### config.mk
export PLATFORM = sky130hd
export DESIGN_NAME = emsc_top
export DESIGN_NICKNAME = d
export VERILOG_FILES = /design/src/rtl/emsc_pkg.sv /design/src/rtl/emsc_phase_gen.sv /design/src/rtl/emsc_reset_filter.sv /design/src/rtl/emsc_top.sv
export VERILOG_INCLUDE_DIRS = /design/src /design/src/rtl
export SDC_FILE = /design/constraint.sdc
export NUM_CORES = 1
export LEC_CHECK = 0
export BUFFER_PORTS_ARGS = -buffer_cell sky130_fd_sc_hd__buf_2
export CELL_PAD_IN_SITES_DETAIL_PLACEMENT = 2
export CELL_PAD_IN_SITES_GLOBAL_PLACEMENT = 2
export CORE_MARGIN = 5
export CORE_UTILIZATION = 38
export CTS_CLUSTER_SIZE = 14
export DETAILED_ROUTE_END_ITERATION = 7
export GPL_TIMING_DRIVEN = 0
export MAX_ROUTING_LAYER = met4
export PLACE_DENSITY_LB_ADDON = 0.08
export REMOVE_ABC_BUFFERS = 1
export SLEW_MARGIN = 10
export SYNTH_ARGS = -nofsm -noshare
export SYNTH_HDL_FRONTEND = slang
export SYNTH_SLANG_ARGS = --single-unit
### constraint.sdc
create_clock -name mclk_i -period 2.7 [get_ports mclk_i]
set_input_delay 0.54 -clock mclk_i [delete_from_list [all_inputs] [get_ports mclk_i]]
set_output_delay 0.54 -clock mclk_i [all_outputs]
set_load 0.01 [all_outputs]
### src/rtl/emsc_cfg.svh
// Constants for the external memory strobe control block.
// Assumes inclusion by bare name from design and bench files.
`ifndef EMSC_CFG_SVH
`define EMSC_CFG_SVH
`define EMSC_PHASES_X12 4'hC
`define EMSC_PHASES_X6 4'h6
`define EMSC_RST_CYCLES 2'h2
`define EMSC_RST_HOLD_CLKS 5'h18
`define EMSC_ALE1_POS_X12 4'h0
`define EMSC_ALE2_POS_X12 4'h6
`define EMSC_PSEN1_POS_X12 4'h2
`define EMSC_PSEN2_POS_X12 4'h8
`define EMSC_STROBE_LEN_X12 4'h2
`endif

### src/rtl/emsc_pkg.sv
// Types for the external memory strobe control block.
// Assumes emsc_cfg.svh is on the include path.
package emsc_pkg;
  typedef enum logic [1:0] {
    EMSC_ACC_NONE,
    EMSC_ACC_READ,
    EMSC_ACC_WRITE
  } emsc_acc_t;
endpackage : emsc_pkg

### src/rtl/emsc_phase_gen.sv
// Machine cycle phase counter.
// Assumes a synchronous core reset.
`timescale 1ns/1ps
`include "emsc_cfg.svh"
module emsc_phase_gen (
  input wire logic mclk_i,     // Oscillator clock.
  input wire logic rst_i,      // Async reset.
  input wire logic core_rst_i, // Sync core reset.
  input wire logic x6_i,       // Six-clock mode.
  output logic [3:0] phase_o,  // Phase in machine cycle.
  output logic last_o          // Final phase of cycle.
);
  wire [3:0] len = x6_i ? `EMSC_PHASES_X6 : `EMSC_PHASES_X12;
  assign last_o = (phase_o == 4'(len - 4'h1));
  always_ff @(posedge mclk_i or posedge rst_i) begin
    if (rst_i) begin
      phase_o <= 4'h0;
    end else if (core_rst_i || last_o) begin
      phase_o <= 4'h0;
    end else begin
      phase_o <= 4'(phase_o + 4'h1);
    end
  end
endmodule : emsc_phase_gen

### src/rtl/emsc_reset_filter.sv
// Reset qualifier: reset input must stay high for two machine cycles.
// Assumes the reset request is synchronous to mclk_i.
`timescale 1ns/1ps
`include "emsc_cfg.svh"
module emsc_reset_filter (
  input wire logic mclk_i,  // Oscillator clock.
  input wire logic rst_i,   // Async power-on reset.
  input wire logic req_i,   // Reset pin level.
  input wire logic x6_i,    // Six-clock mode.
  output logic core_rst_o   // Qualified core reset.
);
  logic [4:0] cnt_q;
  // Widen both factors first so the product does not wrap in four bits.
  wire [4:0] need = x6_i ? 5'(5'(`EMSC_RST_CYCLES) * 5'(`EMSC_PHASES_X6))
                         : 5'(5'(`EMSC_RST_CYCLES) * 5'(`EMSC_PHASES_X12));
  wire done = (cnt_q >= need);
  always_ff @(posedge mclk_i or posedge rst_i) begin
    if (rst_i) begin
      cnt_q <= 5'h00;
      core_rst_o <= 1'b1;
    end else begin
      cnt_q <= req_i ? (done ? cnt_q : 5'(cnt_q + 5'h01)) : 5'h00;
      if (req_i && done) begin
        core_rst_o <= 1'b1;
      end else if (!req_i) begin
        core_rst_o <= 1'b0;
      end
    end
  end
endmodule : emsc_reset_filter

### src/rtl/emsc_top.sv
// Strobe generator for the external program and data memory bus.
// Assumes a core supplies access requests aligned to machine cycles.
// Operation
// - Internal fetch keeps fetch strobe high
// - External fetch: two fetch strobes per cycle
// - Data access skips two fetch strobes
// - Reset high two machine cycles resets
// - Select low fetches externally, high internally
// - Latch strobe marks each external access
// - Twelve-clock latch strobe at one sixth
// - Data access drops one latch pulse
// - Latch-strobe-off bit stops latch strobe
// - Six-clock latch strobe at one third
// - Port 3 bit 6 is write strobe
// - Port 3 bit 7 is read strobe
`timescale 1ns/1ps
`include "emsc_cfg.svh"
module emsc_top (
  input wire logic mclk_i,                    // Oscillator input clock.
  input wire logic rst_i,                     // Async reset, active high.
  input wire logic reset_pin_i,               // Device reset pin level.
  input wire logic external_fetch_select_n_i, // Low selects external code.
  input wire logic x6_mode_i,                 // Six-clock mode select.
  input wire logic latch_strobe_off_i,        // Latch strobe disable bit.
  input wire emsc_pkg::emsc_acc_t data_acc_i, // Data access for next cycle.
  output logic program_fetch_strobe_n_o,      // Code read strobe, low active.
  output logic addr_latch_strobe_o,           // Address latch strobe.
  output logic p3_6_wr_n_o,                   // Data write strobe, low active.
  output logic p3_7_rd_n_o,                   // Data read strobe, low active.
  output logic core_reset_o,                  // Qualified core reset.
  output logic data_cycle_o                   // Data cycle in progress.
);
  import emsc_pkg::*;

  // ==========================================================
  // Timing base
  // ==========================================================
  logic core_rst;
  logic [3:0] phase;
  logic last;
  emsc_reset_filter u_rst (
    .mclk_i(mclk_i),
    .rst_i(rst_i),
    .req_i(reset_pin_i),
    .x6_i(x6_mode_i),
    .core_rst_o(core_rst)
  );
  emsc_phase_gen u_phase (
    .mclk_i(mclk_i),
    .rst_i(rst_i),
    .core_rst_i(core_rst),
    .x6_i(x6_mode_i),
    .phase_o(phase),
    .last_o(last)
  );

  // ==========================================================
  // Cycle type
  // ==========================================================
  emsc_acc_t acc_q;
  always_ff @(posedge mclk_i or posedge rst_i) begin
    if (rst_i) begin
      acc_q <= EMSC_ACC_NONE;
    end else if (core_rst) begin
      acc_q <= EMSC_ACC_NONE;
    end else if (last) begin
      acc_q <= data_acc_i;
    end
  end

  // In six-clock mode all positions halve.
  wire [3:0] ale1 = x6_mode_i ? (`EMSC_ALE1_POS_X12 >> 1) : `EMSC_ALE1_POS_X12;
  wire [3:0] ale2 = x6_mode_i ? (`EMSC_ALE2_POS_X12 >> 1) : `EMSC_ALE2_POS_X12;
  wire [3:0] ps1 = x6_mode_i ? (`EMSC_PSEN1_POS_X12 >> 1) : `EMSC_PSEN1_POS_X12;
  wire [3:0] ps2 = x6_mode_i ? (`EMSC_PSEN2_POS_X12 >> 1) : `EMSC_PSEN2_POS_X12;
  wire [3:0] slen = x6_mode_i ? (`EMSC_STROBE_LEN_X12 >> 1) : `EMSC_STROBE_LEN_X12;
  wire data_cyc = (acc_q != EMSC_ACC_NONE);
  wire ext_fetch = !external_fetch_select_n_i;

  wire in_ps1 = (phase >= ps1) && (phase < 4'(ps1 + slen));
  wire in_ps2 = (phase >= ps2) && (phase < 4'(ps2 + slen));
  // Both fetch strobes are skipped in a data cycle.
  wire program_fetch_strobe_d = !(ext_fetch && !data_cyc && (in_ps1 || in_ps2));

  // Second latch pulse is dropped in a data cycle; first latches the data address.
  wire ale_a = (phase == ale1);
  wire ale_b = (phase == ale2) && !data_cyc;
  wire ale_d = !latch_strobe_off_i && (ale_a || ale_b);

  // Data strobe starts at the second latch position and lasts two strobe lengths.
  wire half = (phase >= ale2) && (phase < 4'(ale2 + slen + slen));
  wire wr_d = !((acc_q == EMSC_ACC_WRITE) && half);
  wire rd_d = !((acc_q == EMSC_ACC_READ) && half);

  // ==========================================================
  // Output registers
  // ==========================================================
  always_ff @(posedge mclk_i or posedge rst_i) begin
    if (rst_i) begin
      program_fetch_strobe_n_o <= 1'b1;
      addr_latch_strobe_o <= 1'b0;
      p3_6_wr_n_o <= 1'b1;
      p3_7_rd_n_o <= 1'b1;
      core_reset_o <= 1'b1;
      data_cycle_o <= 1'b0;
    end else begin
      program_fetch_strobe_n_o <= core_rst ? 1'b1 : program_fetch_strobe_d;
      addr_latch_strobe_o <= core_rst ? 1'b0 : ale_d;
      p3_6_wr_n_o <= core_rst ? 1'b1 : wr_d;
      p3_7_rd_n_o <= core_rst ? 1'b1 : rd_d;
      core_reset_o <= core_rst;
      data_cycle_o <= data_cyc;
    end
  end
endmodule : emsc_top

==> results of run 1 <==
-- worst max path at each step --
stage	from	endpoint	depth (start not counted)
2_1_floorplan	x6_mode_i	u_rst.cnt_q[4]	5
3_3_place_gp	x6_mode_i	p3_7_rd_n_o	7
3_5_place_dp	x6_mode_i	p3_7_rd_n_o	7
4_1_cts	x6_mode_i	p3_7_rd_n_o	7
5_1_grt	x6_mode_i	p3_7_rd_n_o	7
6_report	x6_mode_i	p3_7_rd_n_o	7
-- through the flow --
| step | total power [uW] | setup slack, ns |
|---|---|---|
| 6_report | 942 | 0.862 |
| 5_1_grt | 1030 | 0.802 |
| 4_1_cts | 957 | 0.858 |
| 3_5_place_dp | 783 | 0.546 |
| 3_3_place_gp | 767 | 0.580 |
| 2_1_floorplan | 663 | 1.07 |
-- cell usage after synthesis --
library cell  number
a31oi_4            1
nand4b_1           1
a211o_1            1
a21boi_0           1
nand2_1            8
nor2_1             9
a221oi_1           1
o21bai_1           1
nand4_1            2
a2111oi_0          1
nand2b_1           4
xnor2_1            2
dfrtp_1           13
nand3_1            1
and3_1             1
nor2b_1            2
o21ai_0            1
inv_1             10
a21bo_2            1
dfstp_2            5
xor2_1             1
a311oi_1           1
ha_1              13
nor3_1             1
mux2i_1            6
a32oi_1            1
nor4_1             1
a211oi_1           1
nand3b_1           2
and2_1             1
-- per-layer routing --
metal | share of wire (%) | vias up | track usage (%) | routed length (um)
li1 | - | 356 | - | -
met1 | 47 | 349 | 18.6 | 1040
met2 | 48 | 11 | 22.7 | 1060
met3 | 4.7 | 2 | 3.14 | 104
met4 | 0.27 | 0 | 2.12 | 6
met5 | 0 | - | - | 0
-- worst max-delay path: stages --
cell and delay, ns:
buf_2 0.20, inv_1 0.07, ha_1 0.37, nor2b_1 0.19, a211oi_1 0.09, a311oi_1 0.44, nand3b_1 0.14
-- sequential cells by signal (all words and copies together) (netlist names) --
name                      cells
u_rst.cnt_q                   5
u_phase.phase_o               4
acc_q                         2
addr_latch_strobe_o           1
core_reset_o                  1
data_cycle_o                  1
p3_6_wr_n_o                   1
p3_7_rd_n_o                   1
program_fetch_strobe_n_o      1
u_rst.core_rst_o              1
-- layout make-up --
cell class	count	area share, %
clock buffers	4	3.15
multi-input cells	66	45.0
inverters	10	3.26
repair buffers	13	5.65
well taps	30	3.26
flip-flops and latches	18	39.7
-- kinds of logic (layout without fill, tap and decap cells) --
kind of cell	Yosys count	after routing	synth area share, %
adder cells (fa/ha/maj)	13	13	16.1
buffers and inverters	10	27	3.71
AO/OA/AOI/OAI	11	11	10.1
XOR/XNOR	3	3	2.60
AND/OR/NAND/NOR	33	33	16.4
multiplexers	6	6	5.93
flip-flops	18	18	45.1
-- power breakdown --
part / leakage (uW) / switching (uW) / internal (uW)
logic: 0.000351 / 192 / 160
clock network: 0.0000210 / 88.1 / 82.0
registers: 0.000216 / 68.8 / 350
==> results.cfg, run 1 <==
[clock_network]
clockRootBuffer = clkbuf_4
post_cts_resized = 0
cts_tree = done
clock_path_buffers = 2
clock_latency_ns = 0.29
path_clk_slew_ns = 0.11
hold_buffers = 0
numCtsBuffers = 3
post_cts_buffers = 0
cts_max_level = 1
cts.sinks = 18

[sta]
finalCriticalPeriod_ns = 1.84
tns_ns = 0
fmax_mhz = 544
setup_viol = 0
clock_skew_ns = 0.00635
fin_crit_sh_pct = 68.1
final-hold-violation-count = 0
worst_pin_slew_ns = 0.669
max_slew_margin_pct = 55.3
worst_hold_slack_ns = 0.325
rsz0062_at_grt = false
drv_slew = 0

[die]
die_x_um = 61.6
initial_utilization_pct = 40.1
die_h_um = 61.6
rows = 18
io_pins = 14
coreArea_um2 = 2520
die_area_um2 = 3800

[run]
maxCapViolCount = 0

[pwr]
ir_drop_v = 0.000536
power_density_nw_per_um2 = 818
p_leak_uw = 0.000588

[route]
post_drt_wl_per_cell_um = 15.7
final_antenna_net_count = 0
route.vias.total = 718
drt_drc_violations_left = 0
first_pass_iters = 2
drtIter0Drc = 9
drt-total-wl_um = 2210
vias_per_cell = 5.09

[yosys]
synthTopCellsByArea = dfrtp_1, ha_1, dfstp_2, mux2i_1, inv_1
synth_warnings = 0
yosys.area.top_type_share_pct = 32.1
syn_area_um2 = 1010
ys_types = 30
ys_seq_elements = 18
yosysTopAreaCell = dfrtp_1
yosysSeqAreaShare_pct = 45.1
syn_avg_cell_area_um2 = 10.8
syn_inst = 94

[final_layout]
syn_to_final_growth_pct = 13.7
nets = 133
final_cell_mix = ha_1, dfrtp_1, buf_2
n_antenna_cell = 0
regArea_um2 = 457
fill_cells = 287
fin_cells = 141
drive_gt1_share_pct = 21.6
stdcell_area_um2 = 1150
postLayoutCoreUtil_pct = 45.6
multi_input_comb_area_um2 = 518

[setup_path]
start_kind = input port
worstSetupPathType = input port to register
crit_arrival_ns = 2.04
cp_max_fo = 9
cp.required_ns = 2.91
regToRegEndpoint = p3_7_rd_n_o
reg2reg_slack_ns = 0.88
end_kind = register
reg2regPathDepth = 5
reg2reg_from = u_phase.phase_o[2]

[global_route]
grtUsageTotal_pct = 14.1
grt_max_degree = 19
grt_pass1_vias = 775
grt_first_pass_wirelength_um = 3800
gr-total-overflow = 0
antenna_found_initial = 0

[placed_design]
portBuffers = 13
gp_congestion = 0.852
placed_cell_area_um2 = 1110
dp_hpwl_um = 1730
dp.cells = 137

[min_path]
min_path_type = input port to asynchronous set/reset pin

[run_status]
status = finished, final reports clean
Note: power is estimated with default switching activity, not from simulation.
==> inputs of run 2 (changes only) <==
--- a/config.mk
+++ b/config.mk
@@ -10,7 +10,7 @@
 export CELL_PAD_IN_SITES_DETAIL_PLACEMENT = 2
 export CELL_PAD_IN_SITES_GLOBAL_PLACEMENT = 2
 export CORE_MARGIN = 5
-export CORE_UTILIZATION = 38
+export CORE_UTILIZATION = 36
 export CTS_CLUSTER_SIZE = 14
 export DETAILED_ROUTE_END_ITERATION = 7
 export GPL_TIMING_DRIVEN = 0
==> constraint.sdc (replaced) <==
create_clock -name mclk_i -period 1.9 [get_ports mclk_i]
set_input_delay 0.38 -clock mclk_i [delete_from_list [all_inputs] [get_ports mclk_i]]
set_output_delay 0.38 -clock mclk_i [all_outputs]
set_load 0.01 [all_outputs]
==> results.cfg, run 2 (synthesis gave the netlist of run 1 again) <==
[sta]
finalWorstSetupSlack_ns = 0.133
max_slew_margin_pct = 53.4
clock_skew_ns = 0.00754
fin_crit_sh_pct = 93.0
final-hold-violation-count = 0
drv_slew = 0
setup_viol = 0
rsz0062_at_grt = false
fmax_mhz = 566
finalCriticalPeriod_ns = 1.77
worst_pin_slew_ns = 0.699

[setup_path]
cp_max_fo = 5
worstSetupPathType = register to register
path_common_cell = nand2b_1
critical_path.cell_chain = inv_1 -> ha_1 -> nand2b_1 -> nand2b_1 -> a2111oi_0 -> o21ai_0
reg2regPathDepth = 6
crit_path_top_delay_cell = dfrtp_1
start_kind = register
end_kind = register
reg2reg_slack_ns = 0.13
regToRegEndpoint = program_fetch_strobe_n_o
crit_arrival_ns = 1.98
reg2reg_from = u_phase.phase_o[0]
cp.required_ns = 2.11
critPathMaxStageDelay_ns = 0.46

[final_layout]
top_regs = u_rst.cnt_q (5), u_phase.phase_o (4), acc_q (2)
final_cell_mix = ha_1, dfrtp_1, buf_2
syn_to_final_growth_pct = 14.5
fin_cells = 142
nets = 133
n_antenna_cell = 0
drive_gt1_share_pct = 22.5
largest_reg_flops = 5
top_register = u_rst.cnt_q

[clock_network]
cts.sinks = 18
clock_latency_ns = 0.30
clock_path_buffers = 2
cts_tree = done
hold_buffers = 0
numCtsBuffers = 3
clockRootBuffer = clkbuf_4
cts_max_level = 1
path_clk_slew_ns = 0.11

[die]
initial_utilization_pct = 37.0
rows = 19
coreArea_um2 = 2730
die_area_um2 = 3970
die_h_um = 63.0
die_x_um = 63.0
io_pins = 14

[route]
drtIter0Drc = 21
vias_per_cell = 5.16
final_antenna_net_count = 0
post_drt_wl_per_cell_um = 16.1
first_pass_iters = 4
route.vias.total = 733
drt-total-wl_um = 2290
drt_drc_violations_left = 0

[pwr]
p_leak_uw = 0.000589
power_density_nw_per_um2 = 1180
ir_drop_v = 0.000581
fin_total_pwr_uw = 1360

[placed_design]
portBuffers = 13
pre_cts_slack_ns = -0.0604
dp.cells = 138
dp_hpwl_um = 1800
gp_congestion = 0.794

[global_route]
grt_pass1_vias = 840
grt_max_degree = 19
grt_first_pass_wirelength_um = 4080
gr-total-overflow = 0
antenna_found_initial = 0
grtUsageTotal_pct = 13.6

[min_path]
min_path_type = input port to asynchronous set/reset pin

[run]
maxCapViolCount = 0

[run_status]
status = finished, final reports clean
## run 2: worst max-delay path, delay by kind of cell (launching register included)
kind,cells,cell delay (ns)
AO/OA/AOI/OAI,2,0.63
flip-flops,1,0.46
AND/OR/NAND/NOR,2,0.18
adder cells (fa/ha/maj),1,0.31
buffers and inverters,1,0.10
## run 2: what timing repair did
item                                   in CTS  in global routing
setup endpoints to repair                   0                  2
setup buffers                               0                  0
endpoints found under the hold margin       0                  0
resized for setup                           0                  1
## run 2: final cells by class
cell class / instances / area, um2
clock buffer: 4 / 36.3
multi-input combinational: 66 / 524
timing repair buffer: 13 / 65.1
inverter: 10 / 37.5
fill: 290 / 1580
tap: 31 / 38.8
sequential: 18 / 457
## run 2: metal layers
layer  track usage [%]  share of wire [%]  vias up
met4              6.37                2.0        0
met3              3.60                4.4        4
met2              19.2                 46       11
met5                 -                  0        -
met1              17.9                 47      362
li1                  -                  -      356
## run 2: stage by stage
| stage | instance area [um2] | hold WS (ns) | TNS [ns] | util (%) |
|---|---|---|---|---|
| floorplan | 1010 | 0.315 | 0 | - |
| CTS | 1150 | 0.186 | 0 | 42.2 |
| finish | 1160 | 0.174 | 0 | 42.4 |
| global route | 1160 | 0.220 | 0 | 42.4 |
| global placement | 1120 | 0.418 | -0.0643 | 40.8 |
| detailed placement | 1120 | 0.422 | -0.119 | 40.8 |
## run 2: worst max-delay path by stage
stage                                     to          startpoint  slack (ns)  cells after the start
finish              program_fetch_strobe_n_o  u_phase.phase_o[0]        0.13                      6
global route        program_fetch_strobe_n_o  u_phase.phase_o[0]       0.005                      6
CTS                 program_fetch_strobe_n_o  u_phase.phase_o[0]        0.09                      6
detailed placement               p3_7_rd_n_o           x6_mode_i       -0.06                      7
global placement                 p3_6_wr_n_o           x6_mode_i       -0.04                      7
floorplan                     u_rst.cnt_q[4]      u_rst.cnt_q[2]        0.41                      6
## run 2: report_power, final
group	internal (uW)	switching (uW)
sequential	498	96.5
combinational	238	290
clock	117	122
total	853	509
